$ cat src/core/rxss_pkg.sv
// Purpose: Shared constants and types for the receive sync/status block
// Assumes: 100 MHz ref_clk, AXI4-Lite register access with 32-bit data
// Notes:   Status codes, substitute characters, register map, counter limits
package rxss_pkg;
  // Character status codes driven on rx_char_status
  localparam logic [2:0] ST_DATA     = 3'h0;
  localparam logic [2:0] ST_SPECIAL  = 3'h1;
  localparam logic [2:0] ST_LOCK     = 3'h2;
  localparam logic [2:0] ST_FRAMING  = 3'h3;
  localparam logic [2:0] ST_VIOL     = 3'h4;
  localparam logic [2:0] ST_LOSS     = 3'h5;
  localparam logic [2:0] ST_DISPERR  = 3'h6;
  localparam logic [2:0] ST_REALIGN  = 3'h7;
  // Substitute characters (x.y packed as y in [7:5], x in [4:0])
  localparam logic [7:0] CHAR_C0_7   = 8'he0;
  localparam logic [7:0] CHAR_C4_7   = 8'he4;
  // Counter limits
  localparam logic [2:0] CNT_FOUR    = 3'h4;
  localparam logic [2:0] CNT_THREE   = 3'h3;
  localparam logic [2:0] CNT_ZERO    = 3'h0;
  // Register map (byte addresses)
  localparam logic [3:0] REG_CTRL    = 4'h0;
  localparam logic [3:0] REG_STATUS  = 4'h4;
  localparam logic [3:0] REG_CHARCNT = 4'h8;
  // Control fields
  localparam int         CTRL_TYPEB  = 0;
  localparam int         CTRL_BOND   = 1;
  localparam int         CTRL_SELFT  = 2;
  localparam logic [2:0] CTRL_RESET  = 3'h0;
  // AXI responses
  localparam logic [1:0] RESP_OKAY   = 2'h0;
  localparam logic [1:0] RESP_SLVERR = 2'h2;
  // Synchroniser state values
  typedef enum {SY_UNSYNC, SY_REALIGN, SY_BONDFAIL, SY_SYNCED} rxss_state_e;
endpackage

$ cat src/core/rxss_sync_status.sv
// Purpose: Receive synchronisation machine and per-character status encoder
// Assumes: Decoder flags arrive on ref_clk with a one-cycle charValid strobe
// Notes:   bondInhibit and pllLock are pins and pass two flip-flops first
`timescale 1ns/1ps

// Functional notes
// Valid special character reports status 001
// Bonded channels locked: 010 on last cycle
// Framing pattern match reports 011, data kept
// Undecodable character: 100 and C0.7 substituted
// Lost sync or buffer error reports 101
// Disparity error: 110 and substitute character
// Realign state reports 111 with decoded value
// Self-test last character bad reports 100
// Self-test compare mismatch reports 110
// Self-test not started, PLL, buffer: 101
// Four states; only realign and synced emit several codes
// Type A bond timeout: inhibit low, window expired
// One framing, four framing: separate transitions
// Realign exit on buffer, PLL, decoder error
// Sync drop: buffer, PLL, four errors, balance
// Type A enters data on valid non-framing
// Type B timeout: window and inhibit/master fail
// Type B realign exit adds bond timeout
// Type B data entry needs master bond
// Type B bond-failed exits: buffer/PLL, decoder error
// Lowest priority rank wins on conflict
// Machine runs only with bonding mode set
// Mode bit 0 selects Type A or B
// Unbonded modes other than self-test never report 111 or 010
module rxss_sync_status
  import rxss_pkg::*;
(
  input  wire logic        ref_clk,        // 100 MHz clock
  input  wire logic        rst,            // Async reset, active high
  input  wire logic [3:0]  s_axi_awaddr,   // Write address
  input  wire logic        s_axi_awvalid,  // Write address valid
  output logic             s_axi_awready,  // Write address ready
  input  wire logic [31:0] s_axi_wdata,    // Write data
  input  wire logic [3:0]  s_axi_wstrb,    // Write byte strobes
  input  wire logic        s_axi_wvalid,   // Write data valid
  output logic             s_axi_wready,   // Write data ready
  output logic [1:0]       s_axi_bresp,    // Write response
  output logic             s_axi_bvalid,   // Write response valid
  input  wire logic        s_axi_bready,   // Write response ready
  input  wire logic [3:0]  s_axi_araddr,   // Read address
  input  wire logic        s_axi_arvalid,  // Read address valid
  output logic             s_axi_arready,  // Read address ready
  output logic [31:0]      s_axi_rdata,    // Read data
  output logic [1:0]       s_axi_rresp,    // Read response
  output logic             s_axi_rvalid,   // Read data valid
  input  wire logic        s_axi_rready,   // Read data ready
  input  wire logic        charValid,      // Decoded character strobe
  input  wire logic [7:0]  decodedChar,    // Decoded character value
  input  wire logic        charFraming,    // Matches framing_pattern_select
  input  wire logic        charSpecial,    // Valid special character
  input  wire logic        charCodeErr,    // Undecodable character
  input  wire logic        charDispErr,    // Running disparity error
  input  wire logic        ebufErr,        // Elasticity buffer under/overrun
  input  wire logic        pllLock,        // Receive PLL lock pin
  input  wire logic        bond_inhibit,   // Bond inhibit pin
  input  wire logic        deskewExpired,  // Deskew window expired
  input  wire logic        masterBondFail, // Master channel did not bond
  input  wire logic        bondedToMaster, // Channel bonded to master
  input  wire logic        stStarted,      // Self-test compares begun
  input  wire logic        stLastBad,      // Self-test last char invalid
  input  wire logic        stLastGood,     // Self-test last char good
  input  wire logic        stMismatch,     // Self-test compare mismatch
  output logic [7:0]       rxChar,         // Output character
  output logic [2:0]       rx_char_status, // Character status code
  output logic             rxCharValid     // Output character strobe
);
  import rxss_pkg::*;

  logic [2:0]  rx_mode_select;
  logic [31:0] charCount;
  logic        inhMeta, inhSync, lockMeta, lockSync;
  rxss_state_e state, next_state;
  logic [2:0]  framingCnt, errCnt, balance;
  logic        decErr, lockLost, fourFraming, fourErr, balanceHit, bondTimeout;
  logic        bonded, typeB, selfTest, syncDrop, realignExit, enterLock;
  logic [2:0]  next_status;
  logic [7:0]  next_char;
  logic        awTaken, wTaken;
  logic [3:0]  awAddr;
  logic [31:0] wData;
  logic [3:0]  wStrb;

  // Two-flop synchronisers for pin inputs
  always_ff @(posedge ref_clk or posedge rst) begin
    if (rst) begin
      inhMeta  <= 1'b0;
      inhSync  <= 1'b0;
      lockMeta <= 1'b0;
      lockSync <= 1'b0;
    end else begin
      inhMeta  <= bond_inhibit;
      inhSync  <= inhMeta;
      lockMeta <= pllLock;
      lockSync <= lockMeta;
    end
  end

  // Mode decode and condition terms
  assign typeB       = rx_mode_select[CTRL_TYPEB];
  assign bonded      = rx_mode_select[CTRL_BOND];
  assign selfTest    = rx_mode_select[CTRL_SELFT];
  assign decErr      = charCodeErr | charDispErr;
  assign lockLost    = ~lockSync;
  assign fourFraming = charFraming && (framingCnt == CNT_THREE);
  assign fourErr     = decErr && (errCnt == CNT_THREE);
  assign balanceHit  = decErr && (balance == CNT_THREE);
  assign bondTimeout = deskewExpired & (~inhSync | (typeB & masterBondFail));
  assign syncDrop    = ebufErr | lockLost | fourErr | balanceHit;
  assign realignExit = ebufErr | lockLost | decErr | (typeB & bondTimeout);

  // Consecutive framing, consecutive error and invalid-minus-valid counters
  always_ff @(posedge ref_clk or posedge rst) begin
    if (rst) begin
      framingCnt <= CNT_ZERO;
      errCnt     <= CNT_ZERO;
      balance    <= CNT_ZERO;
    end else if (charValid) begin
      framingCnt <= charFraming ? ((framingCnt == CNT_FOUR) ? CNT_FOUR : framingCnt + 3'h1)
                                : CNT_ZERO;
      errCnt     <= decErr ? ((errCnt == CNT_FOUR) ? CNT_FOUR : errCnt + 3'h1) : CNT_ZERO;
      if (decErr && balance != CNT_FOUR)
        balance <= balance + 3'h1;
      else if (!decErr && balance != CNT_ZERO)
        balance <= balance - 3'h1;
      if (state == SY_UNSYNC)
        balance <= CNT_ZERO;
    end
  end

  // Next-state logic for the synchronisation machine
  always_comb begin
    next_state = state;
    enterLock  = 1'b0;
    if (!bonded) begin
      next_state = SY_UNSYNC;
    end else if (ebufErr || lockLost) begin
      next_state = SY_UNSYNC;
    end else if (charValid) begin
      case (state)
        SY_UNSYNC: begin
          if (charFraming)
            next_state = SY_REALIGN;
        end
        SY_REALIGN: begin
          if (realignExit) begin
            next_state = SY_UNSYNC;
          end else if (!typeB && fourFraming) begin
            next_state = SY_SYNCED;
            enterLock  = 1'b1;
          end else if (typeB && charFraming && bondedToMaster && !deskewExpired) begin
            next_state = SY_SYNCED;
            enterLock  = 1'b1;
          end else if (!typeB && bondTimeout) begin
            next_state = SY_BONDFAIL;
          end
        end
        SY_SYNCED: begin
          if (syncDrop)
            next_state = SY_UNSYNC;
          else if (typeB && bondTimeout && !bondedToMaster)
            next_state = SY_BONDFAIL;
        end
        SY_BONDFAIL: begin
          if (typeB && decErr)
            next_state = SY_REALIGN;
          else if (!typeB && syncDrop)
            next_state = SY_UNSYNC;
          else if (!typeB && !decErr && !charFraming)
            next_state = SY_SYNCED;
        end
        default: next_state = SY_UNSYNC;
      endcase
    end
  end

  // State register
  always_ff @(posedge ref_clk or posedge rst) begin
    if (rst)
      state <= SY_UNSYNC;
    else
      state <= next_state;
  end

  // Status encoder: checks run from rank 1 downward so the lowest rank wins
  always_comb begin
    next_char   = decodedChar;
    next_status = ST_DATA;
    if (charCodeErr)
      next_char = CHAR_C0_7;
    else if (charDispErr && !charFraming)
      next_char = CHAR_C4_7;
    if (selfTest) begin
      if (!stStarted || lockLost || ebufErr)
        next_status = ST_LOSS;
      else if (stLastGood)
        next_status = ST_LOCK;
      else if (stLastBad)
        next_status = ST_VIOL;
      else if (stMismatch)
        next_status = ST_DISPERR;
    end else if (bonded && (state == SY_UNSYNC || state == SY_BONDFAIL ||
                 (state == SY_SYNCED && syncDrop) || ebufErr || lockLost)) begin
      next_status = ST_LOSS;
    end else if (!bonded && (ebufErr || lockLost)) begin
      next_status = ST_LOSS;
    end else if (bonded && enterLock) begin
      next_status = ST_LOCK;
    end else if (bonded && state == SY_REALIGN) begin
      next_status = ST_REALIGN;
    end else if (charCodeErr) begin
      next_status = ST_VIOL;
    end else if (charFraming) begin
      next_status = ST_FRAMING;
    end else if (charDispErr) begin
      next_status = ST_DISPERR;
    end else if (charSpecial) begin
      next_status = ST_SPECIAL;
    end
  end

  // Output register for character, status and strobe
  always_ff @(posedge ref_clk or posedge rst) begin
    if (rst) begin
      rxChar         <= 8'h00;
      rx_char_status <= ST_DATA;
      rxCharValid    <= 1'b0;
    end else begin
      rxCharValid <= charValid;
      if (charValid) begin
        rxChar         <= next_char;
        rx_char_status <= next_status;
      end
    end
  end

  // Character counter shown to software
  always_ff @(posedge ref_clk or posedge rst) begin
    if (rst)
      charCount <= 32'h0000_0000;
    else if (charValid)
      charCount <= charCount + 32'h0000_0001;
  end

  // AXI write channel: address and data taken in either order
  always_ff @(posedge ref_clk or posedge rst) begin
    if (rst) begin
      awTaken       <= 1'b0;
      wTaken        <= 1'b0;
      awAddr        <= 4'h0;
      wData         <= 32'h0000_0000;
      wStrb         <= 4'h0;
      s_axi_awready <= 1'b1;
      s_axi_wready  <= 1'b1;
      s_axi_bvalid  <= 1'b0;
      s_axi_bresp   <= RESP_OKAY;
    end else begin
      if (s_axi_awvalid && s_axi_awready) begin
        awTaken       <= 1'b1;
        awAddr        <= s_axi_awaddr;
        s_axi_awready <= 1'b0;
      end
      if (s_axi_wvalid && s_axi_wready) begin
        wTaken       <= 1'b1;
        wData        <= s_axi_wdata;
        wStrb        <= s_axi_wstrb;
        s_axi_wready <= 1'b0;
      end
      if (awTaken && wTaken && !s_axi_bvalid) begin
        s_axi_bvalid <= 1'b1;
        s_axi_bresp  <= (awAddr == REG_CTRL) ? RESP_OKAY : RESP_SLVERR;
      end
      if (s_axi_bvalid && s_axi_bready) begin
        s_axi_bvalid  <= 1'b0;
        awTaken       <= 1'b0;
        wTaken        <= 1'b0;
        s_axi_awready <= 1'b1;
        s_axi_wready  <= 1'b1;
      end
    end
  end

  // Control register write
  always_ff @(posedge ref_clk or posedge rst) begin
    if (rst)
      rx_mode_select <= CTRL_RESET;
    else if (awTaken && wTaken && !s_axi_bvalid && awAddr == REG_CTRL && wStrb[0])
      rx_mode_select <= wData[2:0];
  end

  // AXI read channel with address decode
  always_ff @(posedge ref_clk or posedge rst) begin
    if (rst) begin
      s_axi_arready <= 1'b1;
      s_axi_rvalid  <= 1'b0;
      s_axi_rdata   <= 32'h0000_0000;
      s_axi_rresp   <= RESP_OKAY;
    end else if (s_axi_arvalid && s_axi_arready) begin
      s_axi_arready <= 1'b0;
      s_axi_rvalid  <= 1'b1;
      s_axi_rresp   <= RESP_OKAY;
      if (s_axi_araddr == REG_CTRL) begin
        s_axi_rdata <= {29'h0, rx_mode_select};
      end else if (s_axi_araddr == REG_STATUS) begin
        s_axi_rdata <= {20'h0, lockSync, inhSync, balance, rx_char_status,
                        2'(state), 2'h0};
      end else if (s_axi_araddr == REG_CHARCNT) begin
        s_axi_rdata <= charCount;
      end else begin
        s_axi_rdata <= 32'h0000_0000;
        s_axi_rresp <= RESP_SLVERR;
      end
    end else if (s_axi_rvalid && s_axi_rready) begin
      s_axi_rvalid  <= 1'b0;
      s_axi_arready <= 1'b1;
    end
  end

  // Checks on status encoding and machine transitions
  chk_viol_subst: assert property (@(posedge ref_clk) disable iff (rst)
    charValid && charCodeErr && !selfTest && !bonded && !ebufErr && !lockLost
    |=> rx_char_status == ST_VIOL && rxChar == CHAR_C0_7)
    else $error("codeword violation not reported");
  chk_disp_subst: assert property (@(posedge ref_clk) disable iff (rst)
    charValid && charDispErr && !charCodeErr && !charFraming && !selfTest && !bonded
    && !ebufErr && !lockLost |=> rx_char_status == ST_DISPERR && rxChar == CHAR_C4_7)
    else $error("disparity error not reported");
  chk_special_code: assert property (@(posedge ref_clk) disable iff (rst)
    charValid && charSpecial && !decErr && !charFraming && !selfTest && !bonded
    && !ebufErr && !lockLost |=> rx_char_status == ST_SPECIAL)
    else $error("special code not reported");
  chk_framing_keep: assert property (@(posedge ref_clk) disable iff (rst)
    charValid && charFraming && !decErr && !selfTest && !bonded && !ebufErr && !lockLost
    |=> rx_char_status == ST_FRAMING && rxChar == $past(decodedChar))
    else $error("framing match not reported");
  chk_buffer_loss: assert property (@(posedge ref_clk) disable iff (rst)
    charValid && ebufErr && !selfTest |=> rx_char_status == ST_LOSS)
    else $error("loss of sync not reported");
  chk_realign_code: assert property (@(posedge ref_clk) disable iff (rst)
    charValid && bonded && !selfTest && state == SY_REALIGN && next_state == SY_REALIGN
    && !ebufErr && !lockLost |=> rx_char_status == ST_REALIGN)
    else $error("realign status missing");
  chk_lock_entry: assert property (@(posedge ref_clk) disable iff (rst)
    rxCharValid && rx_char_status == ST_LOCK && !$past(selfTest)
    |-> $past(state == SY_REALIGN) && state == SY_SYNCED)
    else $error("lock status without entering sync");
  chk_unbond_codes: assert property (@(posedge ref_clk) disable iff (rst)
    charValid && !bonded && !selfTest |=> rx_char_status != ST_REALIGN
    && rx_char_status != ST_LOCK)
    else $error("unbonded mode reported realign or lock");
  chk_unbond_idle: assert property (@(posedge ref_clk) disable iff (rst)
    !bonded |=> state == SY_UNSYNC)
    else $error("machine active without bonding");
  chk_four_framing: assert property (@(posedge ref_clk) disable iff (rst)
    bonded && !typeB && state == SY_REALIGN && charValid && fourFraming && !ebufErr
    && !lockLost && !decErr |=> state == SY_SYNCED)
    else $error("four framing did not sync");
  chk_sync_drop: assert property (@(posedge ref_clk) disable iff (rst)
    bonded && state == SY_SYNCED && charValid && fourErr |=> state == SY_UNSYNC)
    else $error("four errors did not drop sync");
  chk_st_notstart: assert property (@(posedge ref_clk) disable iff (rst)
    charValid && selfTest && !stStarted |=> rx_char_status == ST_LOSS)
    else $error("self-test idle status wrong");
  chk_st_mismatch: assert property (@(posedge ref_clk) disable iff (rst)
    charValid && selfTest && stStarted && !lockLost && !ebufErr && !stLastGood
    && !stLastBad && stMismatch |=> rx_char_status == ST_DISPERR)
    else $error("self-test mismatch not reported");

  cov_reach_sync:  cover property (@(posedge ref_clk) disable iff (rst)
    state == SY_REALIGN ##1 state == SY_SYNCED);
  cov_bond_fail:   cover property (@(posedge ref_clk) disable iff (rst)
    state == SY_BONDFAIL);
  cov_drop_sync:   cover property (@(posedge ref_clk) disable iff (rst)
    state == SY_SYNCED ##1 state == SY_UNSYNC);
  cov_st_lastbad:  cover property (@(posedge ref_clk) disable iff (rst)
    rxCharValid && selfTest && rx_char_status == ST_VIOL);
endmodule

$ cat config.mk
export PLATFORM = sky130hd
export DESIGN_NAME = rxss_sync_status
export DESIGN_NICKNAME = d
export VERILOG_FILES = /design/src/core/rxss_pkg.sv /design/src/core/rxss_sync_status.sv
export SDC_FILE = /design/constraint.sdc
export NUM_CORES = 1
export LEC_CHECK = 0
export ABC_AREA = 0
export BUFFER_PORTS_ARGS = -buffer_cell sky130_fd_sc_hd__buf_2
export CORE_MARGIN = 2
export CORE_UTILIZATION = 55
export CTS_CLUSTER_SIZE = 20
export DETAILED_ROUTE_END_ITERATION = 10
export PLACE_DENSITY = 0.82
export SYNTH_ARGS = -nofsm -noshare
export SYNTH_HDL_FRONTEND = slang
export SYNTH_SLANG_ARGS = --single-unit
$ cat constraint.sdc
create_clock -name ref_clk -period 8.65 [get_ports ref_clk]
set_clock_uncertainty 0.1 [all_clocks]
set_input_delay 0.4325 -clock ref_clk [delete_from_list [all_inputs] [get_ports ref_clk]]
set_output_delay 0.4325 -clock ref_clk [all_outputs]
set_load 0.005 [all_outputs]
==> key figures <==
Run status
  – Status: completed

Detailed routing
  – 1st-iter DRT viols: 134
  – DRT Pass-1 Iters: 4
  – ANT nets after route: 0
  – Via-per-instance ratio: about 5.6
  – Final wirelength: between 10000 and 15000 µm
  – Wirelength per Cell: ~15 µm
  – DRC: 0
  – Routed vias: 3804

Clock tree
  – Maximum root-to-sink buffer count: 2
  – Clock latency on the worst-skew pair: 370 ps
  – CTS tree: yes
  – Root buf cell: clkbuf_8
  – Hold-fix buffers, CTS: 0
  – # clock sinks: 111
  – Setup bufs post-CTS: 0
  – Post-CTS sizing: 0
  – Cts bufs inserted: 9
  – CTS clock-pin slew for the worst setup and hold paths: 110 ps
  – CTS H-tree lvls: 3

Power and ir drop
  – Pleak: 2.72 nW
  – Logic pwr share: approximately a fifth
  – Clk network pwr share: 24.3%
  – Switching share of power: 30.0%
  – Max VDD drop: 0.000125 V
  – Switching pwr: 0.376 mW
  – Pwr/cell area: 220 mW/mm²
  – Int Pwr: 0.879 mW
  – Flop pwr share: 55.6%

Floorplanning
  – Io pins: 127
  – Die X-Extent: 99.5 µm
  – Core Area: 0.00876 mm²
  – Die height: about 100 µm
  – Die area: approximately 0.0099 mm²
  – # rows: 34
  – Starting Density: 57.3%

Logic synthesis
  – Number of synthesized flops with an enable pin: 0
  – Top cells by area in the synthesized netlist: dfrtp_1 (54%), nand2_1 (5.6%), xnor2_1 (4.4%), nor2_1 (3.4%), o21ai_0 (2.9%)
  – Synth warnings: 0
  – Synth unique cells: 56
  – Most used DFF post-synth: dfrtp_1
  – Number of synthesized register bits: 111
  – Share of the synthesized area in the top cell type: between 50% and 60%
  – Post-Syn Instances: 486
  – Avg Cell Area, Syn: 10.3 µm²
  – Fraction of the yosys area taken by sequential cells: 55.4%
  – Ys async rst share: 100%
  – Leading area contributor after synthesis: dfrtp_1
  – Post-Syn Area: around 0.0050 mm²

Placed design
  – Port bufs: 92
  – HPWL Detailed: ~7400 µm
  – Setup Slack @ Placement: 6040 ps
  – Placer Congestion: 0.830
  – Post-DP Area: around 0.0055 mm²

Cells and area
  – Antenna Cells: 0
  – Area Growth Syn to Fin: 14.0%
  – Reg area: 0.00278 mm²
  – Final #Nets: 650
  – Fin area: around 0.0057 mm²
  – Filler cells: 724
  – Fraction of layout cells with a size suffix above 1: 22.3%
  – Area of the multi-input gates: 0.00208 mm²

Worst setup path
  – CP Class: flip-flop to flip-flop
  – Arrival time at the worst endpoint: 2360 ps
  – Max FO, Critical Path: 6
  – Worst setup EP type: flip-flop
  – Worst EP required: 8790 ps
  – Critical path startpoint category: flip-flop

STA
  – Max Clk Rate: 451 MHz
  – Setup violations, final: 0
  – Worst-Margin Slew: 1010 ps
  – RSZ-0062 raised after global routing: no
  – Relative slew slack: 32.4%
  – Final worst slack: between 6000 and 7000 ps
  – Hold Fails Final Rpt: 0
  – Setup TNS Final: 0 ps
  – Count of pins over their slew limit: 0
  – Tmin final: 2220 ps
  – Tcrit/Tclk final: 25.6%

Job
  – Max Cap Viol: 0

GRT
  – Grt ovf: 0
  – Largest net degree at the start of global routing: 58
  – Global-route wire length before repair: 17400 µm
  – Vias in the first global route: about 3700
  – Total GRT Usage: 21.8%
  – Initial antenna violation count: 0

Hold path
  – Min-Delay Path Class: input pin to asynchronous set/reset pin
[path summary, 6_finish.rpt]
kind,start,end,slack [ps],cells after the start
worst max-delay path,charCount[0],charCount[26],6430,6
worst max register to register,charCount[0],charCount[26],6430,6
max in group asynchronous,rst,rxCharValid,7260,3
worst min register to register,lockMeta,lockSync,250,0
worst min-delay path,rst,s_axi_rvalid,40,2
min in group ref_clk,bond_inhibit,inhMeta,80,1
[per-layer routing]
metal  wire length, µm  part of all wire [%]  global-route usage (%)  vias to the layer above
met5                 0                     0                       0                        -
met4               158                   1.6                    7.17                        0
met3               315                   3.1                    3.16                       15
met2              5250                    52                    37.2                       76
met1              4460                    44                    29.0                     1867
li1                  -                     -                       -                     1846
[placed cells by master, fill, tap and decap left out, types with 4 or more instances in the layout]
cell / synthesis / layout
clkbuf_8: 0 / 9
nand3_1: 13 / 13
nand4_1: 7 / 7
a221oi_1: 10 / 10
nor2b_1: 5 / 5
nand2_1: 75 / 75
a21oi_1: 14 / 14
or3_1: 4 / 4
xor2_1: 7 / 7
a22o_1: 6 / 6
mux2_2: 12 / 12
dfrtp_1: 108 / 108
inv_1: 17 / 16
nor3_1: 9 / 9
ha_1: 7 / 7
buf_2: 1 / 92
mux2i_1: 7 / 7
nor2_1: 46 / 46
xnor2_1: 25 / 25
o21ai_0: 29 / 29
o31ai_1: 5 / 5
and3_1: 6 / 6
[power groups by stage]
stage          clock (mW)  sequential, mW  combinational (mW)
2_1_floorplan           0           0.689               0.170
3_3_place_gp            0           0.703               0.244
3_5_place_dp            0           0.709               0.256
4_1_cts             0.309           0.699               0.258
5_1_grt             0.330           0.714               0.291
6_report            0.305           0.698               0.252
[per-stage QoR]
stage	hold WS (ps)	total power, mW	std cells	utilization (%)
floorplan	231	0.858	487	-
detailed placement	235	0.966	665	63.2
finish	37.9	1.26	681	65.3
global placement	234	0.947	665	63.2
global route	59.7	1.33	681	65.3
CTS	65.5	1.26	681	65.3
[area by class of cell]
type                            instances  area share, %
Tap cell                              108           2.36
Clock inverter                          4          0.853
Clock buffer                           12           2.36
Sequential cell                       111           48.6
Inverter                               17           1.16
Timing Repair Buffer                   94           8.31
Multi-Input combinational cell        335           36.3
[synth_stat cells, types with 4 or more instances]
library cell,number
a21oi_1,14
a221oi_1,10
a22o_1,6
and3_1,6
clkbuf_1,21
dfrtp_1,108
ha_1,7
inv_1,17
mux2_2,12
mux2i_1,7
nand2_1,75
nand3_1,13
nand4_1,7
nor2_1,46
nor2b_1,5
nor3_1,9
o21ai_0,29
o31ai_1,5
or3_1,4
xnor2_1,25
xor2_1,7
[state kept, by name, summed over array words and instances (netlist names), 4 cells and up]
name / flops
charCount: 32
s_axi_rdata: 32
rxChar: 8
awAddr: 4
[critical path, stage by stage, from the launching register on]
cell and delay (ps):
dfrtp_1 430, ha_1 180, and3_1 220, nor4b_2 570, and4_1 360, nand2_1 100, xnor2_1 130
[kinds of logic (layout without fill, tap and decap cells)]
logic type	Yosys count	in the layout	synth area share, %
XOR/XNOR	32	32	5.59
adder cells (fa/ha/maj)	8	8	2.14
AO/OA/AOI/OAI	87	87	11.4
AND/OR/NAND/NOR	187	187	18.0
multiplexers	19	19	4.09
buffers and inverters	41	127	3.24
other	1	2	0.0747
flip-flops	111	111	55.4
(Power assumes the default switching activity.)
